### config.mk
export PLATFORM = sky130hd
export DESIGN_NAME = pedc_regs
export DESIGN_NICKNAME = d
export VERILOG_FILES = /design/src/shared/pedc_pkg.sv /design/src/rtl/pedc_regs.sv
export SDC_FILE = /design/constraint.sdc
export NUM_CORES = 1
export LEC_CHECK = 0
export BUFFER_PORTS_ARGS = -buffer_cell sky130_fd_sc_hd__buf_4
export CORE_MARGIN = 2
export CORE_UTILIZATION = 55
export CTS_BUF_LIST = sky130_fd_sc_hd__clkbuf_4 sky130_fd_sc_hd__clkbuf_8
export DETAILED_ROUTE_END_ITERATION = 10
export GPL_ROUTABILITY_DRIVEN = 0
export GPL_TIMING_DRIVEN = 0
export HOLD_SLACK_MARGIN = 0.15
export PLACE_DENSITY = 0.78
export SLEW_MARGIN = 10
export SYNTH_ARGS = -nofsm -noshare
export SYNTH_HDL_FRONTEND = slang
export SYNTH_SLANG_ARGS = --single-unit
### constraint.sdc
create_clock -name i_clk -period 1.7 [get_ports i_clk]
set_input_delay 0 -clock i_clk [delete_from_list [all_inputs] [get_ports i_clk]]
set_output_delay 0 -clock i_clk [all_outputs]
set_load 0.02 [all_outputs]
### src/shared/pedc_pkg.sv
// Package: register map, field positions, reset values and types of the event/diag/control bank
package pedc_pkg;
	localparam logic [4:0] REG_EVENT = 5'h1b;
	localparam logic [4:0] REG_CABLE = 5'h1d;
	localparam logic [4:0] REG_CTRL1 = 5'h1e;
	localparam logic [4:0] REG_CTRL2 = 5'h1f;
	localparam int EN_LSB = 8;
	localparam int TEST_RUN_BIT = 15;
	localparam int RESULT_LSB = 13;
	localparam int FAULT_LSB = 0;
	localparam int LED_LSB = 14;
	localparam int POL_BIT = 13;
	localparam int FEF_BIT = 12;
	localparam int XOVER_BIT = 11;
	localparam int LOOP_BIT = 7;
	localparam int INT_LVL_BIT = 9;
	localparam logic [7:0] RST_EN = 8'h00;
	localparam logic [7:0] RST_FLAGS = 8'h00;
	localparam logic [1:0] RST_RESULT = 2'h0;
	localparam logic [8:0] RST_FAULT = 9'h000;
	localparam logic [1:0] RST_LED = 2'h0;
	localparam logic RST_LOOP = 1'b0;
	localparam logic RST_INT_LVL = 1'b0;
	localparam logic [5:0] PREAMBLE_LEN = 6'h20;
	localparam logic [3:0] HDR_LAST = 4'hc;
	localparam logic [3:0] DATA_LAST = 4'hf;
	localparam logic [1:0] OP_READ = 2'h2;
	localparam logic [1:0] OP_WRITE = 2'h1;
	typedef enum logic [1:0] {
		ST_IDLE = 2'b00,
		ST_HDR = 2'b01,
		ST_TA = 2'b11,
		ST_DATA = 2'b10
	} pedc_state_t;
	// Event bits: 7 jabber, 6 rx error, 5 page, 4 par-det fault, 3 lp ack, 2 link down, 1 remote fault, 0 link up
	typedef struct packed {
		logic done;
		logic [1:0] result;
		logic [8:0] fault_count;
	} pedc_cable_t;
	typedef struct packed {
		logic polarity_rev;
		logic far_end_fault;
		logic xover_state;
	} pedc_line_t;
endpackage

### src/rtl/pedc_regs.sv
// Event, cable diagnostic and control registers behind the serial management port
// Summary of operation
// - Bit 13 enables page-received interrupt; bit 5 flags page received, clears on read.
// - Bit 12 enables parallel-detect-fault interrupt; bit 4 flags it, clears on read.
// - Bit 11 enables partner-acknowledge interrupt; bit 3 flags it, clears on read.
// - Bit 10 enables link-down interrupt; bit 2 flags link down, clears on read.
// - Bit 9 enables remote-fault interrupt; bit 1 flags remote fault, clears on read.
// - Bit 8 enables link-up interrupt; bit 0 flags link up, clears on read.
// - Bit 6 flags receive error, read-only, clears on read, resets to zero.
// - Bit 15 is read-write jabber interrupt enable, reset zero.
// - Bit 14 is read-write receive-error interrupt enable, reset zero.
// - Second control bit 9 picks interrupt polarity; one high, zero low.
// - Writing one to bit 15 starts cable test; cleared when test finishes.
// - Two-bit result: normal, open, short, failed; resets to normal.
// - Nine-bit read-only fault distance count, about 0.4 m each, resets zero.
// - LED mode field selects speed or activity on second light.
// - Read-only bit 13 reports reversed receive polarity.
// - Read-only bit 12 reports far-end fault, fiber only, resets zero.
// - Read-write bit 7 selects remote analogue loopback, reset zero.
`timescale 1ns/1ps
module pedc_regs #(
	parameter logic [4:0] PHY_ADDR = 5'h01
) (
	input wire logic i_clk,
	input wire logic i_rst,
	input wire logic i_ce,
	input wire logic i_mdc,
	input wire logic i_mdio_in,
	output logic o_mdio_out,
	output logic o_mdio_oe,
	input wire logic [7:0] i_events,
	input wire pedc_pkg::pedc_cable_t i_cable,
	input wire pedc_pkg::pedc_line_t i_line,
	output logic o_int,
	output logic o_cable_test_run,
	output logic [1:0] o_led_mode,
	output logic o_remote_loopback
);
	pedc_pkg::pedc_state_t state_reg, state_next;
	logic mdc_prev_reg, mdc_prev_next;
	logic [5:0] cnt_reg, cnt_next;
	logic [12:0] hdr_reg, hdr_next;
	logic [15:0] shift_reg, shift_next;
	logic hit_reg, hit_next;
	logic rd_reg, rd_next;
	logic mdio_out_reg, mdio_out_next;
	logic mdio_oe_reg, mdio_oe_next;
	logic [7:0] en_reg, en_next;
	logic [7:0] flag_reg, flag_next;
	logic test_run_reg, test_run_next;
	logic [1:0] result_reg, result_next;
	logic [8:0] fault_reg, fault_next;
	logic [1:0] led_reg, led_next;
	logic loop_reg, loop_next;
	logic int_lvl_reg, int_lvl_next;
	logic int_reg, int_next;
	logic rise;
	logic rd_clr;
	logic commit;
	logic [15:0] wdata;
	logic [4:0] reg_addr;
	logic [15:0] rdata;
	logic any_evt;

	// Inputs are synchronous to i_clk, so the bus clock edge is found directly
	assign rise = i_mdc & ~mdc_prev_reg;
	assign reg_addr = hdr_reg[4:0];
	assign wdata = {shift_reg[14:0], i_mdio_in};
	assign rd_clr = rise && state_reg == pedc_pkg::ST_HDR && cnt_reg[3:0] == pedc_pkg::HDR_LAST
		&& hdr_next[12] && hdr_next[11:10] == pedc_pkg::OP_READ && hdr_next[9:5] == PHY_ADDR
		&& hdr_next[4:0] == pedc_pkg::REG_EVENT;
	assign commit = rise && state_reg == pedc_pkg::ST_DATA && cnt_reg[3:0] == pedc_pkg::DATA_LAST
		&& hit_reg && !rd_reg;
	assign any_evt = |(flag_reg & en_reg);

	// Read word for the address just decoded; unmapped addresses read zero
	always_comb begin
		rdata = 16'h0000;
		unique case (hdr_next[4:0])
			pedc_pkg::REG_EVENT: begin
				rdata = {en_reg, flag_reg};
			end
			pedc_pkg::REG_CABLE: begin
				rdata[pedc_pkg::TEST_RUN_BIT] = test_run_reg;
				rdata[pedc_pkg::RESULT_LSB +: 2] = result_reg;
				rdata[pedc_pkg::FAULT_LSB +: 9] = fault_reg;
			end
			pedc_pkg::REG_CTRL1: begin
				rdata[pedc_pkg::LED_LSB +: 2] = led_reg;
				rdata[pedc_pkg::POL_BIT] = i_line.polarity_rev;
				rdata[pedc_pkg::FEF_BIT] = i_line.far_end_fault;
				rdata[pedc_pkg::XOVER_BIT] = i_line.xover_state;
				rdata[pedc_pkg::LOOP_BIT] = loop_reg;
			end
			pedc_pkg::REG_CTRL2: begin
				rdata[pedc_pkg::INT_LVL_BIT] = int_lvl_reg;
			end
			default: begin
				rdata = 16'h0000;
			end
		endcase
	end

	// Management frame engine
	always_comb begin
		state_next = state_reg;
		mdc_prev_next = i_mdc;
		cnt_next = cnt_reg;
		// Header shifts only in its own phase, so the address holds until a write commits
		hdr_next = hdr_reg;
		shift_next = shift_reg;
		hit_next = hit_reg;
		rd_next = rd_reg;
		mdio_out_next = mdio_out_reg;
		mdio_oe_next = mdio_oe_reg;
		if (rise) begin
			unique case (state_reg)
				pedc_pkg::ST_IDLE: begin
					if (i_mdio_in) begin
						if (cnt_reg < pedc_pkg::PREAMBLE_LEN) begin
							cnt_next = cnt_reg + 6'h01;
						end
					end else if (cnt_reg >= pedc_pkg::PREAMBLE_LEN) begin
						state_next = pedc_pkg::ST_HDR;
						cnt_next = 6'h00;
					end else begin
						cnt_next = 6'h00;
					end
				end
				pedc_pkg::ST_HDR: begin
					hdr_next = {hdr_reg[11:0], i_mdio_in};
					cnt_next = cnt_reg + 6'h01;
					if (cnt_reg[3:0] == pedc_pkg::HDR_LAST) begin
						state_next = pedc_pkg::ST_TA;
						cnt_next = 6'h00;
						rd_next = hdr_next[11:10] == pedc_pkg::OP_READ;
						hit_next = hdr_next[12] && hdr_next[9:5] == PHY_ADDR
							&& (hdr_next[11:10] == pedc_pkg::OP_READ || hdr_next[11:10] == pedc_pkg::OP_WRITE);
						shift_next = rdata;
					end
				end
				pedc_pkg::ST_TA: begin
					cnt_next = cnt_reg + 6'h01;
					if (cnt_reg == 6'h00) begin
						// Second turnaround bit is driven low by the device on reads
						mdio_oe_next = hit_reg && rd_reg;
						mdio_out_next = 1'b0;
					end else begin
						state_next = pedc_pkg::ST_DATA;
						cnt_next = 6'h00;
						mdio_out_next = shift_reg[15];
					end
				end
				pedc_pkg::ST_DATA: begin
					cnt_next = cnt_reg + 6'h01;
					shift_next = rd_reg ? {shift_reg[14:0], 1'b0} : wdata;
					mdio_out_next = shift_reg[14];
					if (cnt_reg[3:0] == pedc_pkg::DATA_LAST) begin
						state_next = pedc_pkg::ST_IDLE;
						cnt_next = 6'h00;
						mdio_oe_next = 1'b0;
						mdio_out_next = 1'b0;
					end
				end
			endcase
		end
	end

	// Register bank; new events win over the clear caused by a read
	always_comb begin
		en_next = en_reg;
		test_run_next = test_run_reg;
		result_next = result_reg;
		fault_next = fault_reg;
		led_next = led_reg;
		loop_next = loop_reg;
		int_lvl_next = int_lvl_reg;
		flag_next = (rd_clr ? 8'h00 : flag_reg) | i_events;
		if (test_run_reg && i_cable.done) begin
			test_run_next = 1'b0;
			result_next = i_cable.result;
			fault_next = i_cable.fault_count;
		end
		if (commit) begin
			unique case (reg_addr)
				pedc_pkg::REG_EVENT: begin
					en_next = wdata[pedc_pkg::EN_LSB +: 8];
				end
				pedc_pkg::REG_CABLE: begin
					// A start written in the completion cycle wins and begins a new test
					if (wdata[pedc_pkg::TEST_RUN_BIT]) begin
						test_run_next = 1'b1;
					end
				end
				pedc_pkg::REG_CTRL1: begin
					led_next = wdata[pedc_pkg::LED_LSB +: 2];
					loop_next = wdata[pedc_pkg::LOOP_BIT];
				end
				pedc_pkg::REG_CTRL2: begin
					int_lvl_next = wdata[pedc_pkg::INT_LVL_BIT];
				end
				default: begin
					en_next = en_reg;
				end
			endcase
		end
		int_next = int_lvl_reg ? any_evt : ~any_evt;
	end

	always_ff @(posedge i_clk) begin
		if (i_rst) begin
			state_reg <= pedc_pkg::ST_IDLE;
			mdc_prev_reg <= 1'b0;
			cnt_reg <= 6'h00;
			hdr_reg <= 13'h0000;
			shift_reg <= 16'h0000;
			hit_reg <= 1'b0;
			rd_reg <= 1'b0;
			mdio_out_reg <= 1'b0;
			mdio_oe_reg <= 1'b0;
			en_reg <= pedc_pkg::RST_EN;
			flag_reg <= pedc_pkg::RST_FLAGS;
			test_run_reg <= 1'b0;
			result_reg <= pedc_pkg::RST_RESULT;
			fault_reg <= pedc_pkg::RST_FAULT;
			led_reg <= pedc_pkg::RST_LED;
			loop_reg <= pedc_pkg::RST_LOOP;
			int_lvl_reg <= pedc_pkg::RST_INT_LVL;
			int_reg <= 1'b1;
		end else if (i_ce) begin
			state_reg <= state_next;
			mdc_prev_reg <= mdc_prev_next;
			cnt_reg <= cnt_next;
			hdr_reg <= hdr_next;
			shift_reg <= shift_next;
			hit_reg <= hit_next;
			rd_reg <= rd_next;
			mdio_out_reg <= mdio_out_next;
			mdio_oe_reg <= mdio_oe_next;
			en_reg <= en_next;
			flag_reg <= flag_next;
			test_run_reg <= test_run_next;
			result_reg <= result_next;
			fault_reg <= fault_next;
			led_reg <= led_next;
			loop_reg <= loop_next;
			int_lvl_reg <= int_lvl_next;
			int_reg <= int_next;
		end
	end

	assign o_mdio_out = mdio_out_reg;
	assign o_mdio_oe = mdio_oe_reg;
	assign o_int = int_reg;
	assign o_cable_test_run = test_run_reg;
	assign o_led_mode = led_reg;
	assign o_remote_loopback = loop_reg;
endmodule

==> reports/results.tsv, run 1 <==
metric	value	unit
crit_family	compound AO/OA/AOI/OAI gates	
die_y	84.3	microns
postSynthCellCount	431	
drc	0	
fin_crit_sh	1.04	
path_common_cell	a211oi_2	
wl_per_cell	18.2	microns
final_net_count	547	
fin_skew	10.8	ps
synth-async-reset-ratio	0	
critPathKind	register to register	
cp.arrival	2050	ps
worst_setup_path_end_kind	register	
grt_pass1_wl	16.8	mm
synth_common_cells	nand2_1 (81), dfxtp_1 (74), nor2_1 (41)	
syn_to_final_growth	34.8	%
cp_max_fo	3	
synth_edf_count	0	
postRouteAntennaNets	0	
hp-class	primary input to register	
drive_gt1_frac	0.261	
synthDistinctLibCells	56	
yosys.area.top_type	dfxtp_1	
min_period	1770	ps
numCtsBuffers	9	
power.density	733	nW/um^2
synth_fp_nets	463	
clk_latency	360	ps
grt.overflow.total	0	
grt_start_max_net_pins	13	
drv_cap	0	
routed_via_density	6.28	
die_area	7110	sq um
synthesis.area	3550	sq um
cts_tree	yes	
tightest_slew	590	ps
hpwl	6.70	mm
synth.avg_cell_area	8.24	sq um
synth_top_area_share	0.417	
slew_violations	0	
grt_pass1_vias	3326	
num_io_pins	35	
drt_iter0_markers	349	
yosysWarnings	0	
place.port_buffers	32	
fin_setup_tns	-372	ps
max_freq	0.566	GHz
cp.required	1980	ps
cts_root_buf	clkbuf_8	
fill_cells	409	
largest_register_ffs	16	
slew_headroom	0.607	
design_power_total	0.00351	W
antenna_found_initial	0	
stdcell_count	595	
synthFlopType	dfxtp_1	
track_usage	0.296	
crit_buf_inv	1	
clk_pin_slew_worst_paths	80	ps
routed_wirelength	10.8	mm
vias	3739	
peakVddDrop	0.612	mV
leakage	1.75	nW
hold_viol	0	
finalWorstSetupSlack	-66.0	ps
cpMaxStageDelayCell	or4b_4	
status	finished, violations left	
synth-seq-cells	74	
start_util	0.565	
setup-violations-final	15	
core_area	6280	sq um
die-width	84.3	microns
synth.yosys.seq_area_share	0.417	
synth.top_cells.by_area	dfxtp_1 (42%), nand2_1 (8.6%), mux2i_1 (5.6%)	
clock-sinks	74	
regToRegSetupSlack	-70	ps
rsz0062_at_grt	yes	
worstSetupStartpointType	register	
cts_buffer_depth	2	
dp_cells	540	
diodes	0	
critPathMaxStageDelay	490	ps
violations	setup timing	
htreeDepth	3	
rows	29	
crit_chain	inv_4, ha_4, or4b_4, a211oi_2, a21oi_2, a21o_1, a211oi_2	
firstDrtPassIters	5	
yosys.cell_count.top_type	nand2_1	
==> layer usage <==
layer | GRT usage | share of wire | up-vias
met1 | 0.395 | 0.42 | 1778
met3 | 0.0678 | 0.078 | 32
met5 | 0 | 0 | -
met4 | 0.0967 | 0.023 | 0
li1 | - | - | 1726
met2 | 0.479 | 0.48 | 203
==> cell families after synthesis <==
logic type,count (synthesis),synth area share
AND/OR/NAND/NOR,175,0.236
multiplexers,20,0.0564
flip-flops,74,0.417
adder cells (fa/ha/maj),4,0.0141
buffers and inverters,37,0.0458
AO/OA/AOI/OAI,117,0.220
XOR/XNOR,4,0.00987
==> cell usage in the layout, fill, tap and decap left out, types with 4 or more instances in the layout <==
cell type	n
nand2_1	74
dfxtp_1	68
buf_4	45
nor2_1	38
a21oi_1	29
dlygate4sd3_1	28
mux2i_1	17
a31oi_1	16
a22oi_1	16
clkbuf_1	11
o21ai_0	10
o221ai_1	10
clkbuf_8	9
buf_2	7
inv_1	6
nand4_1	6
nand2_2	6
a22oi_2	5
dfxtp_2	5
buf_6	4
nand3_1	4
nor2b_1	4
nor3b_2	4
o22ai_1	4
o21ai_1	4
==> stage by stage <==
step / area (sq um) / util / hold slack (ps) / setup WS, ps
after floorplan: 3560 / - / 136 / -42.9
after global placement: 3890 / 0.620 / 248 / -399
after detailed placement: 3890 / 0.620 / 255 / -426
after CTS: 4600 / 0.732 / 212 / -81.9
after global routing: 4780 / 0.762 / 204 / -150
final: 4780 / 0.762 / 170 / -66.0
==> power breakdown <==
part	internal, W	total, W	switching, W
registers	0.00175	0.00177	0.0000224
logic	0.000133	0.000255	0.000122
clock network	0.000810	0.00148	0.000669
==> tightest hold or removal path, cell delays in order <==
cell and delay (ps):
buf_4 90, nor3b_2 140, o21ai_1 100, a31oi_1 160
==> timing repair <==
action	4_1_cts	5_1_grt
cloned	0	2
setup endpoints to repair	56	57
hold buffers	28	0
setup buffers	6	6
resized for setup	43	45
pin swaps	14	18
hold endpoints to repair	24	0
==> final timing paths <==
kind / cells after the start / to / start
max: 7 / cnt_reg[5]$_SDFFE_PP0P_ / cnt_reg[0]$_SDFFE_PP0P_
min: 4 / shift_reg[13]$_SDFFE_PP0P_ / i_line[2]
max reg2reg: 7 / cnt_reg[5]$_SDFFE_PP0P_ / cnt_reg[0]$_SDFFE_PP0P_
min reg2reg: 2 / fault_reg[6]$_SDFFE_PP0P_ / fault_reg[6]$_SDFFE_PP0P_
==> cell type report <==
type / count / area (sq um) / area share
inverter: 8 / 32.5 / 0.00680
buffer: 28 / 154 / 0.0322
clock buffer: 9 / 124 / 0.0259
tap: 77 / 96.3 / 0.0201
multi-input combinational: 320 / 2180 / 0.455
clock inverter: 5 / 81.3 / 0.0170
sequential: 74 / 1490 / 0.312
timing repair buffer: 74 / 627 / 0.131
Power figures use the tool's default switching activity.
==> run 2: changes to the inputs <==
--- a/config.mk
+++ b/config.mk
@@ -5,7 +5,9 @@
 export SDC_FILE = /design/constraint.sdc
 export NUM_CORES = 1
 export LEC_CHECK = 0
+export ABC_AREA = 1
 export BUFFER_PORTS_ARGS = -buffer_cell sky130_fd_sc_hd__buf_4
+export CAP_MARGIN = 0
 export CORE_MARGIN = 2
 export CORE_UTILIZATION = 55
 export CTS_BUF_LIST = sky130_fd_sc_hd__clkbuf_4 sky130_fd_sc_hd__clkbuf_8
==> run 2 against run 1 <==
The flow still finishes with violations (setup timing); critical path depth increased by 3; hold slack improved by 11 ps; synthesized cell count is 14% higher; register-to-register slack worse by 50 ps; global-route usage is 0.96 points lower; clock power increased by 3%; clock skew shrank 3.6 ps; non-clock buffer count increased by 4; final cell count grew 12%; first-iteration DRC count grew 28%.
==> reports/results.tsv, run 2 <==
metric	value	unit	change
cp.arrival	2030	ps	-20 ps
htreeDepth	3		unchanged
antenna_found_initial	0		unchanged
postRouteAntennaNets	0		unchanged
drt_iter0_markers	446		+28%
vias	4112		+10%
clk_pin_slew_worst_paths	80	ps	about the same
final_cell_mix	dfxtp_1 (67), nand2_1 (63), a21oi_1 (61)		
peakVddDrop	0.751	mV	+23%
p_sw_frac	0.251		+0.0189
synth_common_cells	dfxtp_1 (74), nand2_1 (68), a21oi_1 (65)		
leakage	2.08	nW	+18%
clk_latency	360	ps	about the same
synth_edf_count	0		unchanged
start_util	0.575		+0.00969
grt.overflow.total	0		unchanged
cts_buffer_depth	2		unchanged
track_usage	0.287		-0.00955
cp_max_fo	8		+5
critPathKind	register to register		
rows	29		unchanged
synth.top_cells.by_area	dfxtp_1 (40%), a21oi_1 (8.8%), nand2_1 (6.9%)		
fin_crit_sh	1.07		+0.0312
clkPwrFrac	0.419		-0.003
p_int	0.00274	W	+1.7%
hold_viol	0		unchanged
crit_start	state_reg[0]$_SDFFE_PP0P_		
grt_pass1_wl	16.9	mm	+0.61%
synth_top_area_share	0.399		-0.0186
grt_pass1_vias	3621		+8.9%
final_area	5130	sq um	+7.2%
slew_violations	0		unchanged
status	finished, violations left		
r2r-end	flag_reg[2]$_SDFFE_PP0P_		
max_freq	0.550	GHz	-2.9%
num_io_pins	35		unchanged
numCtsBuffers	9		unchanged
syn_to_final_growth	38.0	%	
routed_wirelength	11.9	mm	+10%
worst_setup_path_end_kind	register		
clock-sinks	74		unchanged
placed_area	4070	sq um	+4.4%
worstSetupStartpointType	register		
place.port_buffers	34		+6.3%
p_comb_frac	0.091		+0.018
drc	0		unchanged
die_y	86.2	microns	+2.2%
die-width	86.2	microns	+2.2%
critPathCapture	flag_reg[2]$_SDFFE_PP0P_		
yosys.area.top_type	dfxtp_1		
yosysWarnings	0		unchanged
power.density	713	nW/um^2	-2.7%
routed_via_density	6.15		-2.2%
rsz0062_at_grt	yes		
diodes	0		unchanged
synth-async-reset-ratio	0		unchanged
r2r-start	state_reg[0]$_SDFFE_PP0P_		
synthesis.area	3710	sq um	+4.7%
slew_headroom	0.591		-0.0150
drive_gt1_frac	0.296		+0.0350
core_area	6460	sq um	+2.9%
tightest_slew	613	ps	+22.5 ps
grt_start_max_net_pins	14		+1
yosys.cell_count.top_type	dfxtp_1		
hpwl	7.00	mm	+4.5%
worstRegToRegCells	10		+3
postSynthCellCount	490		+14%
synth-seq-cells	74		unchanged
cts_root_buf	clkbuf_8		
power_switching	0.000916	W	+13%
synth.yosys.seq_area_share	0.399		-0.0186
hp-class	primary input to register		
multi_input_area	2210	sq um	+1.3%
synth.avg_cell_area	7.58	sq um	-7.9%
cp.required	1910	ps	-70 ps
firstDrtPassIters	6		+1
synthDistinctLibCells	37		-34%
wl_per_cell	17.8	microns	-1.9%
setup-violations-final	23		+8
fill_cells	394		-3.7%
regArea	1500	sq um	+0.42%
regToRegSetupSlack	-120	ps	-50 ps
synth_fp_nets	522		+13%
drv_cap	0		unchanged
violations	setup timing		
final_net_count	619		+13%
min_period	1820	ps	+53.0 ps
postLayoutCoreUtil	0.794		+0.0317
fin_skew	7.24	ps	-3.56 ps
power.share.sequential	0.491		-0.015
die_area	7430	sq um	+4.4%
final_common_cell	dfxtp_1		
largest_register_ffs	16		unchanged
finalWorstSetupSlack	-119	ps	-53.0 ps
cts_tree	yes		
synthFlopType	dfxtp_1		
[run 2: cell count changes after synthesis, sizes merged, moves of 5 or more]
cell and delta:
buf -6, nand3 +39, a31oi -13, o21ai +47, a21oi +39, a22oi -21
nor3 +5, mux2i -20, nor2 +10, nor3b -5, nor2b -7, inv +36
o221ai -10
[run 2: worst max-delay path, stage by stage, from the launching register on]
cell and delay, ps:
dfxtp_4 380, inv_6 40, nor2_8 220, nand3_2 140
nand2_2 120, nand2_4 100, buf_12 130, nor3_4 230
nand2_4 120, nand2_1 100, a21oi_1 80
[run 2: layout make-up]
type                    instances  share of cell area
plain buffers                  20              0.0210
clock buffers                   9              0.0242
clock inverters                 7              0.0183
inverters                      44              0.0332
multi-input cells             352               0.430
flip-flops and latches         74               0.292
well taps                      77              0.0188
repair buffers                 86               0.162
[run 2: logic make-up after synthesis]
logic type	Yosys count	share of synthesized area
adders and majority gates	4	0.0135
and+or+nand+nor	196	0.278
buffers and inverters	65	0.0734
AOI/OAI and AO/OA	148	0.229
DFF	74	0.399
xor gates and xnor gates	3	0.00707
[run 2: worst min path at each step]
stage | startpoint | endpoint | slack, ps | cells after the start
floorplan | i_rst | hdr_reg[11]$_SDFFE_PP0P_ | 80 | 1
global placement | i_rst | hdr_reg[11]$_SDFFE_PP0P_ | 210 | 2
detailed placement | i_rst | hdr_reg[11]$_SDFFE_PP0P_ | 210 | 2
CTS | i_ce | fault_reg[3]$_SDFFE_PP0P_ | 150 | 4
global route | i_ce | fault_reg[2]$_SDFFE_PP0P_ | 220 | 4
finish | i_ce | fault_reg[2]$_SDFFE_PP0P_ | 180 | 4
[run 2: routing by layer]
metal | global-route usage | wire length [microns] | vias to the layer above
met4 | 0.132 | 563 | 0
met3 | 0.0429 | 929 | 65
met1 | 0.371 | 4660 | 1929
met2 | 0.474 | 5760 | 242
li1 | - | - | 1876
met5 | 0 | 0 | -
[run 2: through the flow]
| step | total power [W] | instances | setup TNS (ps) | hold slack [ps] | setup WS, ps |
|---|---|---|---|---|---|
| final | 0.00366 | 669 | -1480 | 182 | -119 |
| after global routing | 0.00375 | 669 | -4400 | 224 | -196 |
| after CTS | 0.00360 | 653 | -137 | 153 | -28.3 |
| after detailed placement | 0.00205 | 601 | -2780 | 213 | -118 |
| after global placement | 0.00205 | 601 | -1780 | 210 | -85.4 |
| after floorplan | 0.00195 | 490 | 0 | 78.5 | 135 |
[run 2: power groups by stage]
stage                     clock (W)  combinational [W]  sequential (W)
after global placement            0           0.000220         0.00183
final                       0.00153           0.000332         0.00179
after detailed placement          0           0.000226         0.00183
after floorplan                   0           0.000129         0.00182
after global routing        0.00160           0.000356         0.00180
after CTS                   0.00153           0.000282         0.00179
[run 2: timing repair]
action	4_1_cts	5_1_grt
pin swaps	6	29
resized for setup	18	62
buffers inserted	7	15
hold endpoints to repair	31	0
hold buffers	28	0
gates cloned	1	2
setup endpoints to repair	40	45
